===== config.mk =====
export PLATFORM = sky130hd
export DESIGN_NAME = aab_core
export DESIGN_NICKNAME = d
export VERILOG_FILES = /design/src/common/aab_pkg.sv /design/src/verilog/aab_core.sv
export SDC_FILE = /design/constraint.sdc
export NUM_CORES = 2
export LEC_CHECK = 0
export BUFFER_PORTS_ARGS = -buffer_cell sky130_fd_sc_hd__buf_2
export CELL_PAD_IN_SITES_DETAIL_PLACEMENT = 1
export CELL_PAD_IN_SITES_GLOBAL_PLACEMENT = 1
export CORE_MARGIN = 4
export CORE_UTILIZATION = 25
export DETAILED_ROUTE_END_ITERATION = 8
export GPL_TIMING_DRIVEN = 0
export PLACE_DENSITY_LB_ADDON = 0.1
export SLEW_MARGIN = 20
export SYNTH_ARGS = -nofsm -noshare
export SYNTH_HDL_FRONTEND = slang
export SYNTH_SLANG_ARGS = --single-unit

===== constraint.sdc =====
create_clock -name i_clk -period 91.2 [get_ports i_clk]
set_input_delay 18.24 -clock i_clk [delete_from_list [all_inputs] [get_ports i_clk]]
set_output_delay 18.24 -clock i_clk [all_outputs]
set_load 0.02 [all_outputs]

===== src/common/aab_pkg.sv =====
// Constants and types for the accumulator ALU with bit operations
package aab_pkg;

  localparam int unsigned DATA_W   = 8;
  localparam int unsigned LOC_W    = 7;
  localparam int unsigned POS_W    = 3;
  localparam int unsigned ADDR_W   = 8;
  localparam int unsigned FILE_N   = 128;

  // Operand and target encodings
  localparam logic        TGT_ACC  = 1'b0;
  localparam logic        TGT_FILE = 1'b1;
  localparam logic [7:0]  ZERO_B   = 8'h00;
  localparam logic [7:0]  ACC_RST  = 8'h00;
  localparam logic [7:0]  FILE_RST = 8'h00;
  localparam int unsigned NIB_W    = 4;

  // File location read from the I/O pins; writes go to the port output latch
  localparam logic [6:0]  PORT_LOC = 7'h7f;

  // Software register map
  localparam logic [7:0]  ADR_FILE_LAST = 8'h7f;
  localparam logic [7:0]  ADR_ACC       = 8'h80;
  localparam logic [7:0]  ADR_FLAGS     = 8'h81;

  // Flag bit positions in the flag register
  localparam int unsigned FLG_NULL = 0;
  localparam int unsigned FLG_NIB  = 1;
  localparam int unsigned FLG_HIGH = 2;
  localparam int unsigned FLG_W    = 3;
  localparam logic [2:0]  FLG_RST  = 3'h0;

  typedef enum logic [2:0] {
    AAB_ADD_LITERAL_ACC  = 3'b000,
    AAB_ADD_ACC_REG      = 3'b001,
    AAB_AND_LITERAL_ACC  = 3'b010,
    AAB_AND_ACC_REG      = 3'b011,
    AAB_BIT_CLEAR_REG    = 3'b100,
    AAB_BIT_SET_REG      = 3'b101,
    AAB_SKIP_IF_ZERO_BIT = 3'b110,
    AAB_SKIP_IF_ONE_BIT  = 3'b111
  } aab_op_e;

  typedef struct packed {
    aab_op_e           op;
    logic [7:0]        literal;
    logic [6:0]        reg_location;
    logic              target_select;
    logic [2:0]        position_index;
  } aab_instr_s;

  typedef struct packed {
    logic high_overflow;
    logic nibble_overflow;
    logic result_null;
  } aab_flags_s;

endpackage : aab_pkg


===== src/verilog/aab_core.sv =====
// Accumulator ALU executing add, AND, bit set/clear and bit-test skip
//
// The address-and-strobe port and the placing of the registers were chosen for this implementation.
`timescale 1ns/1ps
`default_nettype none

////////////////////////////////////////////////////////////////////////////////
// What this block does
// - add_literal_acc adds literal to accumulator, sets three flags
// - add_acc_reg adds accumulator and file register, three flags
// - target_select 0 writes accumulator, 1 writes the file register
// - and_literal_acc ANDs literal into accumulator, result_null only
// - and_acc_reg ANDs with file register, routed by target_select
// - bit_clear_reg zeroes one chosen bit, no flags change
// - bit_set_reg sets one chosen bit, no flags change
// - skip_if_zero_bit discards next instruction when tested bit is zero
// - skip_if_one_bit discards next instruction when tested bit is one
// - Read-modify-write of the port location uses sampled pin values
module aab_core
  import aab_pkg::*;
(
  input  wire logic              i_clk,
  input  wire logic              i_reset_n,
  // Instruction port
  input  wire logic              i_op_valid,
  input  wire aab_instr_s        i_instr,
  output logic                   o_op_discarded,
  output logic                   o_skip_next,
  // Register port
  input  wire logic [ADDR_W-1:0] i_addr,
  input  wire logic [DATA_W-1:0] i_wdata,
  input  wire logic              i_wr,
  input  wire logic              i_rd,
  output logic      [DATA_W-1:0] o_rdata,
  // Datapath state
  output logic      [DATA_W-1:0] o_acc,
  output aab_flags_s             o_flags,
  // I/O port pins
  input  wire logic [DATA_W-1:0] i_port_pins,
  output logic      [DATA_W-1:0] o_port_latch
);

  ////////////////////////////////////////////////////////////////////////////
  // Reset release and pin synchronisers
  logic              rst_meta_ff;
  logic              rst_sync_ff;
  logic [DATA_W-1:0] pin_meta_ff;
  logic [DATA_W-1:0] pin_sync_ff;

  // Reset released through two flops
  always_ff @(posedge i_clk or negedge i_reset_n) begin
    if (!i_reset_n) begin
      rst_meta_ff <= 1'b0;
      rst_sync_ff <= 1'b0;
    end else begin
      rst_meta_ff <= 1'b1;
      rst_sync_ff <= rst_meta_ff;
    end
  end

  wire rst_n = rst_sync_ff;

  // Pins sampled through two flops
  always_ff @(posedge i_clk or negedge rst_n) begin
    if (!rst_n) begin
      pin_meta_ff <= ZERO_B;
      pin_sync_ff <= ZERO_B;
    end else begin
      pin_meta_ff <= i_port_pins;
      pin_sync_ff <= pin_meta_ff;
    end
  end

  ////////////////////////////////////////////////////////////////////////////
  // State
  logic [DATA_W-1:0] file_ff [FILE_N];
  logic [DATA_W-1:0] acc_ff;
  aab_flags_s        flags_ff;
  logic              skip_ff;
  logic [DATA_W-1:0] rdata_ff;

  ////////////////////////////////////////////////////////////////////////////
  // Operand fetch
  wire logic       run      = i_op_valid && !skip_ff;
  wire logic [LOC_W-1:0] loc = i_instr.reg_location;
  wire logic       loc_port = (loc == PORT_LOC);
  wire logic [DATA_W-1:0] file_op = loc_port ? pin_sync_ff : file_ff[loc];
  wire logic [DATA_W-1:0] bit_mask = DATA_W'(1) << i_instr.position_index;
  wire logic       test_bit = |(file_op & bit_mask);

  ////////////////////////////////////////////////////////////////////////////
  // Arithmetic and logic
  wire logic       op_lit   = (i_instr.op == AAB_ADD_LITERAL_ACC) ||
                              (i_instr.op == AAB_AND_LITERAL_ACC);
  wire logic [DATA_W-1:0] b_op = op_lit ? i_instr.literal : file_op;
  wire logic [DATA_W:0] sum_w = {1'b0, acc_ff} + {1'b0, b_op};
  wire logic [NIB_W:0]  nib_w = {1'b0, acc_ff[NIB_W-1:0]} +
                                {1'b0, b_op[NIB_W-1:0]};
  wire logic [DATA_W-1:0] and_w = acc_ff & b_op;

  ////////////////////////////////////////////////////////////////////////////
  // Next state per instruction
  logic [DATA_W-1:0] nxt_acc;
  aab_flags_s        nxt_flags;
  logic              nxt_skip;
  logic              file_we;
  logic [DATA_W-1:0] file_wd;

  always_comb begin
    nxt_acc   = acc_ff;
    nxt_flags = flags_ff;
    nxt_skip  = 1'b0;
    file_we   = 1'b0;
    file_wd   = sum_w[DATA_W-1:0];
    if (run) begin
      case (i_instr.op)
        AAB_ADD_LITERAL_ACC: begin
          nxt_acc                   = sum_w[DATA_W-1:0];
          nxt_flags.high_overflow   = sum_w[DATA_W];
          nxt_flags.nibble_overflow = nib_w[NIB_W];
          nxt_flags.result_null     = (sum_w[DATA_W-1:0] == ZERO_B);
        end
        AAB_ADD_ACC_REG: begin
          if (i_instr.target_select == TGT_FILE) begin
            file_we = 1'b1;
          end else begin
            nxt_acc = sum_w[DATA_W-1:0];
          end
          nxt_flags.high_overflow   = sum_w[DATA_W];
          nxt_flags.nibble_overflow = nib_w[NIB_W];
          nxt_flags.result_null     = (sum_w[DATA_W-1:0] == ZERO_B);
        end
        AAB_AND_LITERAL_ACC: begin
          nxt_acc               = and_w;
          nxt_flags.result_null = (and_w == ZERO_B);
        end
        AAB_AND_ACC_REG: begin
          file_wd = and_w;
          if (i_instr.target_select == TGT_FILE) begin
            file_we = 1'b1;
          end else begin
            nxt_acc = and_w;
          end
          nxt_flags.result_null = (and_w == ZERO_B);
        end
        AAB_BIT_CLEAR_REG: begin
          file_we = 1'b1;
          file_wd = file_op & ~bit_mask;
        end
        AAB_BIT_SET_REG: begin
          file_we = 1'b1;
          file_wd = file_op | bit_mask;
        end
        AAB_SKIP_IF_ZERO_BIT: nxt_skip = !test_bit;
        AAB_SKIP_IF_ONE_BIT:  nxt_skip = test_bit;
        default: nxt_skip = 1'b0;
      endcase
    end
  end

  ////////////////////////////////////////////////////////////////////////////
  // Register port decode
  wire logic bus_file  = (i_addr <= ADR_FILE_LAST);
  wire logic bus_acc   = (i_addr == ADR_ACC);
  wire logic bus_flags = (i_addr == ADR_FLAGS);
  wire logic [LOC_W-1:0] bus_loc = i_addr[LOC_W-1:0];
  wire logic [DATA_W-1:0] flags_rd =
    {{(DATA_W-FLG_W){1'b0}}, flags_ff.high_overflow,
     flags_ff.nibble_overflow, flags_ff.result_null};
  wire logic [DATA_W-1:0] file_rd =
    (bus_loc == PORT_LOC) ? pin_sync_ff : file_ff[bus_loc];
  wire logic [DATA_W-1:0] nxt_rdata =
    !i_rd     ? ZERO_B :
    bus_file  ? file_rd :
    bus_acc   ? acc_ff :
    bus_flags ? flags_rd : ZERO_B;

  ////////////////////////////////////////////////////////////////////////////
  // File storage; instruction write wins over software write
  always_ff @(posedge i_clk or negedge rst_n) begin
    if (!rst_n) begin
      for (int i = 0; i < FILE_N; i++) begin
        file_ff[i] <= FILE_RST;
      end
    end else if (file_we) begin
      file_ff[loc] <= file_wd;
    end else if (i_wr && bus_file) begin
      file_ff[bus_loc] <= i_wdata;
    end
  end

  // Accumulator, flags, skip and read data
  always_ff @(posedge i_clk or negedge rst_n) begin
    if (!rst_n) begin
      acc_ff   <= ACC_RST;
      flags_ff <= FLG_RST;
      skip_ff  <= 1'b0;
      rdata_ff <= ZERO_B;
    end else begin
      acc_ff   <= (i_wr && bus_acc && !run) ? i_wdata : nxt_acc;
      flags_ff <= (i_wr && bus_flags && !run) ?
                  {i_wdata[FLG_HIGH], i_wdata[FLG_NIB], i_wdata[FLG_NULL]} :
                  nxt_flags;
      skip_ff  <= skip_ff ? !i_op_valid : nxt_skip;
      rdata_ff <= nxt_rdata;
    end
  end

  ////////////////////////////////////////////////////////////////////////////
  // Outputs
  assign o_op_discarded = i_op_valid && skip_ff;
  assign o_skip_next    = skip_ff;
  assign o_rdata        = rdata_ff;
  assign o_acc          = acc_ff;
  assign o_flags        = flags_ff;
  assign o_port_latch   = file_ff[PORT_LOC];

endmodule : aab_core

`default_nettype wire


==> flow_summary.ini <==
[clock_network]
cts_setup_buffers = 0
clock-sinks = 1062
cts_tree = yes
hold_buffers = 0
cts_resized = 0
clk_latency_ns = 0.87
cts.clk_slew.worst_paths_ns = 0.06
htreeDepth = 4
root_buffer = clkbuf_16
cts.path.max_buffers = 4
cts_buffers = 154

[global_route]
antenna_found_initial = 112
grt_overflow = 0
grt_usage_pct = 43.8
grt_pass1_wl_um = 753000
grt_max_degree = 51
grt_pass1_vias = 65700

[setup_path]
r2r_setup_slack_ns = 82.51
r2r_cells = 21
crit_start = i_op_valid
rr_endpoint = file_ff[862]$_DFFE_PN0P_
crit_type = input pin to primary output
endpoint_kind = primary output
reg2reg_from = file_ff[824]$_DFFE_PN0P_
start_kind = input pin
required_ns = 72.96
cp.arrival_ns = 18.66
cp_max_fo = 4

[placement]
hpwl_um = 459000
gp_congestion = 1.07
port_buffers = 65

[timing]
max_slew_margin_pct = 7.66
fmax_ghz = 0.0271
slew_violations = 0
fin_skew_ns = 0.0568
hold_violations = 0
rsz0062_at_grt = no
worst_slew_pin_slew_ns = 1.39
min_period_ns = 36.90
setup_violations = 0
worst_hold_slack_ns = 0.266
timing.final.crit_share_pct = 40.5
fin_tns_setup_ns = 0

[routing]
wl_um = 602000
first_iter_violations = 11800
drtAntennaViolNets = 0
drc = 0
dr.pass1.iters = 6
num_vias = 71100
wl_per_cell_um = 59.6
via_per_inst = 7.04

[floorplan]
core_mm2 = 0.258
die_area_mm2 = 0.268
num_rows = 186
ios = 80
die_h_um = 517
die_w_um = 517
initial_utilization_pct = 25.2

[finish]
ff_latch_area_mm2 = 0.0266
nets = 6603
fillCellCount = 28400
drive_above_1_share_pct = 23.6
area_growth_syn_to_layout_pct = 22.1
multi_input_area_mm2 = 0.0357

[pwr]
p_leak_nw = 30.3
p_per_area_mw_per_mm2 = 27.9
max-vdd-ir-drop_v = 0.0000191

[synthesis]
ys.flop_type = dfrtp_1
ys_async_sr_fraction_pct = 100
synth_seq_cells = 1062
synth_area_leader_cell = dfrtp_1
synth_edf_count = 0
ys_seq_area_share_pct = 41.0
netlist_top_cells_area = dfrtp_1, mux4_2, a22oi_1, o21ai_0, mux2i_1
ys_top_cells_by_count = dfrtp_1, o21ai_0, nand2_1, mux4_2, nor2_1
synthCells = 6122
synth.distinct_cells = 95
syn-num-nets = 6185
synth.most_common_cell = dfrtp_1
ys_warn_count = 0
synth_top_area_share_pct = 41.0
synthesis.area_mm2 = 0.0649
avgSynthCellArea_um2 = 10.6

[status]
outcome = completed

[run]
max-cap-violations = 0

[hold_path]
min_path_type = register to asynchronous set/reset pin
-- how the worst max path moves through the flow --
stage          slack, ns                  endpoint
6_report           54.30            o_op_discarded
3_3_place_gp       39.89  file_ff[470]$_DFFE_PN0P_
3_5_place_dp       54.28            o_op_discarded
4_1_cts            54.28            o_op_discarded
5_1_grt            54.26            o_op_discarded
2_1_floorplan      54.51            o_op_discarded
-- metal layers --
metal	track usage, %	part of all wire, %	wire length, um	up-vias
li1	-	-	-	24900
met1	53.8	39	232000	38200
met2	59.2	40	238000	6171
met3	19.7	13	77200	1795
met4	33.4	9.1	54600	46
met5	0	0.050	301	-
-- area by class of cell --
| cell class | count | area share, % |
|---|---|---|
| Multi-Input combinational cell | 4410 | 45.1 |
| Sequential cell | 1062 | 33.6 |
| Clock buffer | 232 | 5.77 |
| Timing Repair Buffer | 262 | 5.50 |
| Tap cell | 3384 | 5.35 |
| Buffer | 607 | 3.85 |
| Clock inverter | 33 | 0.387 |
| Antenna cell | 75 | 0.237 |
| Inverter | 43 | 0.204 |
-- cells in the final DEF, fill, tap and decap left out, types with 17 or more instances in the layout --
cell type     n
a221oi_1     78
a22oi_1     409
buf_6        49
nand3_1      40
clkbuf_2    121
a211oi_1     23
buf_2       199
or3_1        44
clkbuf_8     38
o21a_1      178
dfrtp_1    1061
mux2_2      177
a221o_1      22
nand2b_1     21
mux2i_1     244
o21ai_0     547
o211ai_1    175
nor2_1      401
clkbuf_1    303
clkinv_2     19
buf_16       84
a21oi_2      17
mux4_2      436
and2_1       19
buf_4        61
diode_2      75
nor3_2       18
o21ai_1      49
o31ai_1      55
nor2b_1      27
a31oi_1     204
a21oi_1     247
clkbuf_16   156
buf_12       60
nand2_1     513
o22ai_1      36
o31a_1       56
o221ai_1    102
inv_1        43
-- report_power, final --
group	switching [mW]	leakage [nW]	total, mW	internal [mW]
Clock	0.264	2.41	0.620	0.356
Combinational	0.619	14.5	0.870	0.251
Sequential	0.138	13.4	0.721	0.583
-- worst max-delay path: stages --
cell	delay, ns
buf_2	0.14
and2_1	0.13
buf_2	0.16
-- through the flow --
stage	worst slack [ns]	instance area, um^2	util [%]	power [mW]	instances
6_report	54.30	79200	30.7	2.21	10100
3_3_place_gp	39.89	69400	27.0	1.50	9571
2_1_floorplan	54.51	64900	-	1.03	6122
5_1_grt	54.26	79000	30.7	2.22	10000
3_5_place_dp	54.28	74100	28.7	1.54	9765
4_1_cts	54.28	78900	30.6	2.15	10000
-- kinds of logic after synthesis --
kind of cell	Yosys count	synth area share (%)
AOI/OAI and AO/OA	2327	24.1
xor gates and xnor gates	5	0.0675
adders and majority gates	12	0.243
buffers and inverters	650	4.58
DFF	1062	41.0
muxes	860	22.0
other	1	0.00578
and+or+nand+nor	1205	8.02
-- sequential cells by signal, indices dropped and copies added (netlist names) --
register / count
o_rdata: 8
o_skip_next: 1
pin_meta_ff: 8
o_port_latch: 8
rst_meta_ff: 1
o_flags: 3
rst_n: 1
pin_sync_ff: 8
file_ff: 1016
o_acc: 8
(Power assumes the default switching activity.)
